### config.mk
export PLATFORM = sky130hd
export DESIGN_NAME = bus_boot_wait_priority
export DESIGN_NICKNAME = d
export VERILOG_FILES = /design/src/shared/bbw_pkg.sv /design/src/design/bus_boot_wait_priority.sv
export SDC_FILE = /design/constraint.sdc
export NUM_CORES = 1
export LEC_CHECK = 0
export BUFFER_PORTS_ARGS = -buffer_cell sky130_fd_sc_hd__buf_2
export CAP_MARGIN = 20
export CORE_MARGIN = 2
export CORE_UTILIZATION = 45
export DETAILED_ROUTE_END_ITERATION = 16
export PLACE_DENSITY = 0.74
export SYNTH_ARGS = -nofsm -noshare
export SYNTH_HDL_FRONTEND = slang
export SYNTH_SLANG_ARGS = --single-unit
### constraint.sdc
create_clock -name hclk -period 2.37 [get_ports hclk]
set_input_delay 0 -clock hclk [delete_from_list [all_inputs] [get_ports hclk]]
set_output_delay 0 -clock hclk [all_outputs]
set_load 0.02 [all_outputs]
### src/shared/bbw_pkg.sv
package bbw_pkg;
  // Register byte offsets on the AHB-Lite slave
  localparam logic [7:0] CFG_OFS = 8'h00;
  localparam logic [7:0] STAT_OFS = 8'h04;
  localparam logic [7:0] IRQ_OFS = 8'h08;
  localparam logic [7:0] MASK_OFS = 8'h0c;
  // Configuration field positions (former switch and jumper settings)
  localparam int CFG_BASE_LSB = 0;
  localparam int CFG_ROUT_LSB = 6;
  localparam int CFG_BANK_BIT = 8;
  localparam int CFG_WEN_BIT = 9;
  localparam int CFG_WSEL_LSB = 10;
  localparam int CFG_INH_BIT = 12;
  localparam int CFG_MOTEN_BIT = 13;
  localparam int CFG_PRIO_LSB = 14;
  localparam int CFG_ROUTE_LSB = 18;
  localparam int CFG_W = 22;
  // Base CCH, no interrupt route, waits off, boot allowed
  localparam logic [CFG_W-1:0] CFG_RESET = 22'h3c0033;
  localparam logic [3:0] ROUTE_GENERAL = 4'h8;
  // Status register bits
  localparam int ST_BOOT_BIT = 0;
  localparam int ST_INT_BIT = 1;
  localparam int ST_SER_BIT = 2;
  localparam int ST_MOTOR_BIT = 3;
  // Sticky event bits
  localparam int IRQ_BOOT_END = 0;
  localparam int IRQ_FDC = 1;
  localparam int IRQ_SER = 2;
  localparam int IRQ_W = 3;
  // Backplane port map
  localparam logic [1:0] REL_STATUS = 2'h2;
  localparam logic [1:0] REL_SERIAL = 2'h3;
  localparam int DATA_TOP_BIT = 7;
  localparam int SER_BOOT_BIT = 0;
  // Wait-state counts
  localparam logic [2:0] ROM_WAITS = 3'h5;
  localparam logic [2:0] IO_WAITS_A = 3'h2;
  localparam logic [2:0] IO_WAITS_B = 3'h3;
  localparam logic [2:0] IO_WAITS_NONE = 3'h4;
  localparam logic [1:0] WSEL_A = 2'h0;
  localparam logic [1:0] WSEL_B = 2'h1;
  typedef enum logic [2:0] {
    CYC_IDLE = 3'b001,
    CYC_WAIT = 3'b010,
    CYC_DONE = 3'b100
  } cyc_state_t;
endpackage : bbw_pkg

### src/design/bus_boot_wait_priority.sv
// Design decisions made here: the placing of the registers and the AHB-Lite slave port.
`timescale 1ns/1ps
// Operation
// - Four ports decoded at six-bit base
// - Status read shows controller interrupt bit 7
// - Interrupt routed to one selected line
// - Boot ROM answers reads at reset page
// - Window decodes upper address bits only
// - Bank and routine select upper ROM bits
// - Waits only when enabled, qualifying cycles
// - Boot ROM reads get five waits
// - I/O and DMA get two/three/four waits
// - Inhibit blocks ROM and phantom
// - Four-bit weighted arbitration priority output
// - Serial bit zero runs motors, one stops
// - Motor control off keeps motors on
// - Serial write bit0 low ends boot
// - Status port offset two, bit seven
// - Phantom when boot and no own DMA
module bus_boot_wait_priority #(
  parameter int SYS_ADDR_W = 24,
  parameter logic [31:0] RESET_PAGE = 32'h0
) (
  input wire logic hclk,
  input wire logic hresetn,
  input wire logic hsel,
  input wire logic [31:0] haddr,
  input wire logic [1:0] htrans,
  input wire logic hwrite,
  input wire logic [2:0] hsize,
  input wire logic [31:0] hwdata,
  input wire logic hready,
  output logic hreadyout,
  output logic hresp,
  output logic [31:0] hrdata,
  input wire logic [SYS_ADDR_W-1:0] sys_addr,
  input wire logic [7:0] sys_data_in,
  input wire logic sys_mem_read,
  input wire logic sys_io_in,
  input wire logic sys_io_out,
  input wire logic sys_strobe,
  input wire logic sys_own_dma,
  input wire logic fdc_int,
  input wire logic serial_in,
  output logic [7:0] sys_data_out,
  output logic sys_data_oe,
  output logic sys_wait,
  output logic phantom,
  output logic rom_select,
  output logic [10:0] rom_addr,
  output logic port_select,
  output logic [7:0] vectored_int,
  output logic general_int,
  output logic [3:0] dma_priority,
  output logic serial_out,
  output logic motor_on,
  output logic irq
);
  import bbw_pkg::*;

  // Address width must cover the port block and the boot page
  if (SYS_ADDR_W < 16 || SYS_ADDR_W > 32) begin : g_bad_width
    $error("SYS_ADDR_W must lie in 16..32");
  end

  localparam int SW = SYS_ADDR_W + 15;

  // Two-flop synchroniser for every backplane input
  logic [SW-1:0] sync1;
  logic [SW-1:0] sync2;
  always_ff @(posedge hclk or negedge hresetn) begin
    if (!hresetn) begin
      sync1 <= '0;
      sync2 <= '0;
    end else begin
      sync1 <= {sys_addr, sys_data_in, sys_mem_read, sys_io_in,
                sys_io_out, sys_strobe, sys_own_dma, fdc_int, serial_in};
      sync2 <= sync1;
    end
  end

  logic [SYS_ADDR_W-1:0] s_addr;
  logic [7:0] s_data;
  logic s_mrd, s_iin, s_iout, s_stb, s_dma, s_int, s_ser;
  assign {s_addr, s_data, s_mrd, s_iin, s_iout, s_stb, s_dma, s_int,
          s_ser} = sync2;

  logic [CFG_W-1:0] cfg;
  logic boot_active, ser_latch;
  logic [IRQ_W-1:0] irq_stat, irq_mask;
  cyc_state_t state;
  logic [2:0] wait_cnt;

  // Wait count for I/O and DMA cycles from the three-way setting
  function automatic logic [2:0] io_waits(input logic [1:0] sel);
    case (sel)
      WSEL_A: io_waits = IO_WAITS_A;
      WSEL_B: io_waits = IO_WAITS_B;
      default: io_waits = IO_WAITS_NONE;
    endcase
  endfunction : io_waits

  logic inhibit, wait_en;
  logic [5:0] port_base;
  logic [3:0] route;
  assign inhibit = cfg[CFG_INH_BIT];
  assign wait_en = cfg[CFG_WEN_BIT];
  assign port_base = cfg[CFG_BASE_LSB +: 6];
  assign route = cfg[CFG_ROUTE_LSB +: 4];

  // Backplane decode
  logic io_hit, rom_hit, start;
  assign io_hit = (s_iin | s_iout) && s_addr[7:2] == port_base;
  // page match on upper bits
  // Low byte ignored, so an unaligned reset vector still lands inside
  assign rom_hit = s_mrd && boot_active && !inhibit &&
                   s_addr[SYS_ADDR_W-1:8] == RESET_PAGE[SYS_ADDR_W-1:8];
  assign start = state == CYC_IDLE && s_stb;
  assign port_select = io_hit && !s_dma;

  assign phantom = boot_active && !inhibit && !s_dma;
  assign rom_select = rom_hit && !s_dma;
  // bank and routine form ROM page
  assign rom_addr = {cfg[CFG_BANK_BIT], cfg[CFG_ROUT_LSB +: 2],
                     s_addr[7:0]};

  // Cycle sequencer: stretches qualifying cycles by a fixed count
  always_ff @(posedge hclk or negedge hresetn) begin
    if (!hresetn) begin
      state <= CYC_IDLE;
      wait_cnt <= '0;
    end else begin
      case (state)
        CYC_IDLE: begin
          if (s_stb && wait_en && (rom_select || port_select || s_dma)) begin
            state <= CYC_WAIT;
            wait_cnt <= rom_select ? ROM_WAITS : io_waits(
                        cfg[CFG_WSEL_LSB +: 2]);
          end else if (s_stb) begin
            state <= CYC_DONE;
          end
        end
        CYC_WAIT: begin
          wait_cnt <= wait_cnt - 3'h1;
          if (wait_cnt == 3'h1)
            state <= CYC_DONE;
        end
        CYC_DONE: begin
          if (!s_stb)
            state <= CYC_IDLE;
        end
        default: state <= CYC_IDLE;
      endcase
    end
  end
  assign sys_wait = state == CYC_WAIT;

  // Read data for status and serial ports; others keep sys_data_oe low
  always_ff @(posedge hclk or negedge hresetn) begin
    if (!hresetn) begin
      sys_data_out <= '0;
      sys_data_oe <= 1'b0;
    end else if (start && port_select && s_iin) begin
      sys_data_oe <= s_addr[1:0] == REL_STATUS ||
                     s_addr[1:0] == REL_SERIAL;
      sys_data_out <= '0;
      if (s_addr[1:0] == REL_STATUS)
        sys_data_out[DATA_TOP_BIT] <= s_int;
      else if (s_addr[1:0] == REL_SERIAL)
        sys_data_out[DATA_TOP_BIT] <= s_ser;
    end else if (!s_stb) begin
      sys_data_oe <= 1'b0;
    end
  end

  logic ser_wr;
  assign ser_wr = start && port_select && s_iout &&
                  s_addr[1:0] == REL_SERIAL;

  // Boot state and serial latch; a reset brings both back
  always_ff @(posedge hclk or negedge hresetn) begin
    if (!hresetn) begin
      boot_active <= 1'b1;
      ser_latch <= 1'b0;
    end else if (ser_wr) begin
      ser_latch <= s_data[DATA_TOP_BIT];
      if (!s_data[SER_BOOT_BIT])
        boot_active <= 1'b0;
    end
  end
  assign serial_out = ser_latch;
  assign motor_on = cfg[CFG_MOTEN_BIT] ? !ser_latch : 1'b1;

  always_comb begin
    vectored_int = '0;
    if (route < ROUTE_GENERAL)
      vectored_int[route[2:0]] = s_int;
    general_int = route == ROUTE_GENERAL && s_int;
  end
  assign dma_priority = cfg[CFG_PRIO_LSB +: 4];

  // AHB-Lite slave: zero-wait, always OKAY
  logic wr_pend;
  logic [7:0] wr_addr;
  logic acc;
  assign acc = hsel && htrans[1] && hready;
  assign hreadyout = 1'b1;
  assign hresp = 1'b0;

  always_ff @(posedge hclk or negedge hresetn) begin
    if (!hresetn) begin
      wr_pend <= 1'b0;
      wr_addr <= '0;
    end else begin
      wr_pend <= acc && hwrite;
      wr_addr <= haddr[7:0];
    end
  end

  // Register writes land in the data phase
  always_ff @(posedge hclk or negedge hresetn) begin
    if (!hresetn) begin
      cfg <= CFG_RESET;
      irq_mask <= '0;
    end else if (wr_pend) begin
      if (wr_addr == CFG_OFS)
        cfg <= hwdata[CFG_W-1:0];
      if (wr_addr == MASK_OFS)
        irq_mask <= hwdata[IRQ_W-1:0];
    end
  end

  // Sticky events; a new event beats the read that clears
  logic int_d;
  logic [IRQ_W-1:0] ev;
  logic rd_irq;
  assign ev = {ser_wr, s_int && !int_d,
               ser_wr && !s_data[SER_BOOT_BIT] && boot_active};
  assign rd_irq = acc && !hwrite && haddr[7:0] == IRQ_OFS;
  always_ff @(posedge hclk or negedge hresetn) begin
    if (!hresetn) begin
      irq_stat <= '0;
      int_d <= 1'b0;
    end else begin
      int_d <= s_int;
      irq_stat <= (rd_irq ? '0 : irq_stat) | ev;
    end
  end
  assign irq = |(irq_stat & irq_mask);

  // Read data captured in the address phase
  always_ff @(posedge hclk or negedge hresetn) begin
    if (!hresetn) begin
      hrdata <= '0;
    end else if (acc && !hwrite) begin
      hrdata <= '0;
      case (haddr[7:0])
        CFG_OFS: hrdata[CFG_W-1:0] <= cfg;
        STAT_OFS: begin
          hrdata[ST_BOOT_BIT] <= boot_active && !inhibit;
          hrdata[ST_INT_BIT] <= s_int;
          hrdata[ST_SER_BIT] <= ser_latch;
          hrdata[ST_MOTOR_BIT] <= motor_on;
        end
        IRQ_OFS: hrdata[IRQ_W-1:0] <= irq_stat;
        MASK_OFS: hrdata[IRQ_W-1:0] <= irq_mask;
        default: hrdata <= '0;
      endcase
    end
  end
endmodule : bus_boot_wait_priority

# [Yosys cells after proc, flatten, opt, wreduce, memory -nomap -nowiden]
# Index checks and enable logic that the tools add are counted.
[word_totals] register_bits=148 input_bits=113 out_inout_bits=74 elab_cells=108
[op_classes] add_sub_neg=1 order_cmp=3 eq_ne=18 n_mux=21 bitwise=5 n_reduce_logical=45
[ops] operator="$logic_and 1x1->1" count=25
[ops] operator="$eq 8x4->1 const B" count=3
[ops] operator="$mux 3" count=7
[ops] operator="$mux 18" count=1
[ops] operator="$logic_not 16->1" count=1
[ops] operator="$logic_not 8->1" count=2
[ops] operator="$pmux 3 s2" count=2
[ops] operator="$pmux 3 s4" count=1
[ops] operator="$pmux 3 s3" count=1
[ops] operator="$and 8x8->8" count=1
[ops] operator="$eq 8x3->1 const B" count=1
[ops] operator="$mux 8" count=1
[ops] operator="$reduce_and 2->1" count=4
[ops] operator="$eq 3x1->1 const B" count=2
[ops] operator="$eq 6x6->1" count=1
[ops] operator="$logic_not 1->1" count=6
[ops] operator="$mux 1" count=6
[ops] operator="$ne 2x1->1 const B" count=3
[ops] operator="$eq 2x2->1 const B" count=2
[ops] operator="$eq 4x4->1 const B" count=1
[ops] operator="$lt 3x4->1 const B" count=1
[ops] operator="$lt 4x4->1 const B" count=1
[ops] operator="$and 3x3->3" count=1
[ops] operator="$demux 1 s3" count=1
[ops] operator="other kinds (16)" count=18

# [Depth between registers and ports, before layout]
[logic_depth] ltp_word=9 mapped_depth=7 mapped_depth_nobuf=6

# [Least setup slack after synthesis]
# Ideal clock, no wire load.
[synth_path] path_kind="register to register" start="register boot_active" end="register wait_cnt[2]" setup_time_ns=0.100 arrival_ns=2.448 required_time_ns=2.270 slack_ns=-0.177 path_stages_with_launch=6 n_path_buf=0 period_less_slack_ns=2.547 cell_sequence="dfstp_2 -> nor3b_1 -> nand2_1 -> nor3_1 -> o311ai_0 -> a311oi_1"
[synth_via] elab_chain_len=9 elab_cells_between_ends=12 cone_classes="eq/ne (1); mux (3); reduce/logical (8)"
[synth_lines] element="start, declared" line="bus_boot_wait_priority.sv:89" source="logic boot_active, ser_latch;"
[synth_lines] element="start signal, assigned" line="bus_boot_wait_priority.sv:183" source="boot_active <= 1'b1;"
[synth_lines] element="start signal, assigned" line="bus_boot_wait_priority.sv:188" source="boot_active <= 1'b0;"
[synth_lines] element="$logic_and 1x1->1 (*) (3 in a row)" line="bus_boot_wait_priority.sv:116" source="assign rom_hit = s_mrd && boot_active && !inhibit &&"
[synth_lines] element="$logic_and 1x1->1 (*)" line="bus_boot_wait_priority.sv:122" source="assign rom_select = rom_hit && !s_dma;"
[synth_lines] element="via rom_select" line="bus_boot_wait_priority.sv:49" source="output logic rom_select,"
[synth_lines] element="$logic_or 1x1->1 (2 in a row)" line="bus_boot_wait_priority.sv:135" source="if (s_stb && wait_en && (rom_select || port_select || s_dma)) begin"
[synth_lines] element="$logic_and 1x1->1" line="bus_boot_wait_priority.sv:135"
[synth_lines] element="$ne 2x1->1 (no line)"
[synth_lines] element="$reduce_and 2->1 (no line)"
[synth_lines] element="end signal, assigned" line="bus_boot_wait_priority.sv:137" source="wait_cnt <= rom_select ? ROM_WAITS : io_waits("
[synth_lines] element="end signal, assigned" line="bus_boot_wait_priority.sv:144" source="wait_cnt <= wait_cnt - 3'h1;"
[synth_lines] element="end, declared" line="bus_boot_wait_priority.sv:92" source="logic [2:0] wait_cnt;"
# The timed path passes the listed nets; every way through them passes the cells marked *. The select of a mux whose other input is x is not followed.
# A chain may end at the register's enable or synchronous reset.

# [Final worst setup path]
[layout_path] start="register cfg[4]" end="register wait_cnt[0]"
[layout_via] elab_chain_len=8
[layout_lines] element="start, declared" line="bus_boot_wait_priority.sv:88" source="logic [CFG_W-1:0] cfg;"
[layout_lines] element="start signal, assigned" line="bus_boot_wait_priority.sv:227" source="cfg <= hwdata[CFG_W-1:0];"
[layout_lines] element="$eq 6x6->1" line="bus_boot_wait_priority.sv:113" source="assign io_hit = (s_iin | s_iout) && s_addr[7:2] == port_base;"
[layout_lines] element="$logic_and 1x1->1" line="bus_boot_wait_priority.sv:113"
[layout_lines] element="$logic_and 1x1->1" line="bus_boot_wait_priority.sv:119" source="assign port_select = io_hit && !s_dma;"
[layout_lines] element="$logic_or 1x1->1 (2 in a row)" line="bus_boot_wait_priority.sv:135"
[layout_lines] element="$logic_and 1x1->1" line="bus_boot_wait_priority.sv:135"
[layout_lines] element="$ne 2x1->1 (no line)"
[layout_lines] element="$reduce_and 2->1 (no line)"
# No other way between the ends.

==> impl_results.md <==
* Routability Congestion at 0.814
* Die area at 12000 um^2
* Clock Path Buffers at 2
* Final WS setup at 0.176 ns
* WL/cell at 15.5 um
* Non-filler cells in the finished layout at 696
* Switch Pwr at 1.34 mW
* Largest family of logic cells by synthesized area: multiplexers
* Most used DFF post-synth: dfrtp_1
* H-tree levels at 4
* Clock power share at 44.7%
* Sequential share of power at 46.8%
* Area grow syn2layout at 37.1%
* Cells taking the most area after synthesis: dfrtp_1 (63%), mux2_2 (6.1%), dfstp_2 (5.3%)
* Sum Neg Setup Slack at 0 ns
* Clk slew on worst S/H paths at 0.06 ns
* Commonest non-fill, non-tap cell in the layout: dfrtp_1
* Global Route Usage Sum at 19.3%
* DRT Pass-1 Iters at 5
* Final hold vios at 0
* CP endpoint kind: flip-flop
* Most frequent cells in the layout: dfrtp_1 (126), buf_2 (122), dlygate4sd3_1 (66)
* Number of flops mapped to enable cells by yosys at 0
* CP Max Fanout at 5
* # setup viols final at 0
* Pins Over Slew Limit at 0
* Clk Latency, worst-skew pair at 0.52 ns
* Post-Synthesis Cells at 352
* Outcome: finished clean
* Mean Syn Cell Area at 14.2 um^2
* CP Data Arrival Time at 2.57 ns
* Die Wd at 109 um
* Rel. slew slack at 55.4%
* I/O pin count at 187
* Vias in the first global route at 3463
* Wire length of the first global-routing pass at 17.2 mm
* Clock sink count at 136
* Internal power at 4.09 mW
* WHS at 0.0692 ns
* PwrDens at 793 nW/um^2
* Routed Antenna Nets at 0
* Number of fillers in the final layout at 802
* Largest area contributor in the netlist: dfrtp_1
* PortBufs at 123
* Core region area at 10800 um^2
* TritonCTS clock tree: yes
* Adder-cell share of the synthesized area at 0.501%
* Unique masters post-synth at 49
* CTS root buffer: clkbuf_8
* RSZ-0062 raised after global routing: false
* Post-synthesis simple-gate area fraction at 7.81%
* Worst Hold Class: in2async
* Row cnt at 38
* CP required at 2.74 ns
* Setup Buffers After CTS at 0
* Final net count at 658
* Static leakage at 3.33 nW
* Async SR Flop Fraction at 100%
* # diodes at 0
* Final Skew at 0.00699 ns
* Worst slew pin tran at 0.670 ns
* Compound-Gate Fraction of Synth Area at 7.24%
* Cell Area, Synth at 5000 um^2
* Max cap viols at 0
* Final worst-path cycle share at 92.6%
* Proportion of layout cells with a drive suffix above 1 at 37.8%
* Initial Util at 46.1%
* Sw Share at 24.7%
* Vias/cell at 4.83
* Register area share after synthesis at 68.4%
* Mux cell area share after synthesis at 8.04%
* Detailed-route via count at 3362
* WS Path Type: reg2reg
* DRC viols at 0
* CTS Buf Count at 17
* Remaining Overflow, GRT at 0
* Max VDD drop at 572 uV
* 1st-iter DRT viols at 191
* Post-Place Cells at 598
* Drt total wl at 10.8 mm
* Fmax at 456 MHz
* Chip height at 109 um
* Initial antenna violation count at 0
* Pin count of the biggest net entering global routing at 77
* Critical path launch point type: flip-flop
* Post-Synth XOR/XNOR Area at 1.05%
* Post-DP HPWL at 7.12 mm
* Yosys warning count at 0
* Placement Setup Slack at 0.325 ns
* Min Tclk post-route at 2.19 ns
* Logic pwr share at 8.5%
* Synth top area share at 63.1%
* Seq cells post-synth at 136
-- power by group through the flow --
| stage | logic, mW | clock network, mW | registers [mW] |
|---|---|---|---|
| 5_1_grt | 0.510 | 2.60 | 2.56 |
| 2_1_floorplan | 0.248 | 0 | 2.56 |
| 3_5_place_dp | 0.370 | 0 | 2.58 |
| 4_1_cts | 0.458 | 2.48 | 2.54 |
| 3_3_place_gp | 0.356 | 0 | 2.57 |
| 6_report | 0.461 | 2.43 | 2.54 |
-- cell type report --
cell class                      count  area, um^2  share of cell area, %
Clock buffer                       17         414                   6.05
Clock inverter                     15         143                   2.08
Inverter                           12        45.0                  0.658
Multi-Input combinational cell    178        1310                   19.1
Sequential cell                   136        3420                   49.9
Tap cell                          140         175                   2.56
Timing Repair Buffer              198        1350                   19.7
-- cells in the mapped netlist, drive strengths merged (3+ instances only) --
cell type and n:
a22o 20, buf 38, clkbuf 5, dfrtp 126
dfstp 10, inv 12, mux2 27, mux2i 3
mux4 3, nand2 14, nand2b 4, nand3 5
nor2 16, nor2b 5, nor3 10, nor4 3
o21ai 7, o31ai 3, xor2 6
-- flip-flops by register name (all words and copies together), names as in the netlist, 3 cells and up --
signal	count
cfg	22
hrdata	22
irq_mask	3
irq_stat	3
state	3
sync1	33
sync2	33
wait_cnt	3
wr_addr	8
-- path summary, 6_finish.rpt --
check / start / to / slack [ns] / cells past startpoint
hold reg to reg: sync1[26] / sync2[26] / 0.35 / 0
setup reg to reg: cfg[4] / wait_cnt[0] / 0.18 / 5
setup / recovery: cfg[4] / wait_cnt[0] / 0.18 / 5
min in group hclk: serial_in / sync1[0] / 0.11 / 2
hold / removal: hresetn / sync1[31] / 0.07 / 2
max in group asynchronous: hresetn / state[0] / 1.47 / 3
-- per-layer routing --
metal	track usage, %	up-vias	part of all wire, %
met1	24.2	1674	41
met4	7.78	0	1.8
li1	-	1561	-
met2	32.1	111	52
met5	0	-	0
met3	5.10	16	4.9
-- worst max-delay path: stages, from the launching register on --
cell and delay [ns]:
dfstp_2 0.55, xor2_1 0.07, nor4_1 0.54, a21oi_1 0.27, o311ai_0 0.43, o221ai_1 0.19
-- through the flow --
stage / total power [mW] / utilization, % / area (um^2)
finish: 5.44 / 63.2 / 6850
floorplan: 2.80 / - / 5070
CTS: 5.48 / 63.2 / 6850
global placement: 2.93 / 52.0 / 5630
detailed placement: 2.95 / 52.0 / 5630
global route: 5.67 / 63.2 / 6850
-- cells by family after synthesis --
group | after synthesis
flops | 136
simple gates | 72
buf+inv | 55
compound gates | 46
mux | 33
xor+xnor | 6
fa+ha+maj | 2
other cells | 2
-- what timing repair did --
| action | in CTS | in global routing |
|---|---|---|
| hold buffers | 66 | 0 |
| endpoints found under the hold margin | 145 | 0 |
| resized for setup | 0 | 0 |
(Power assumes the default switching activity.)
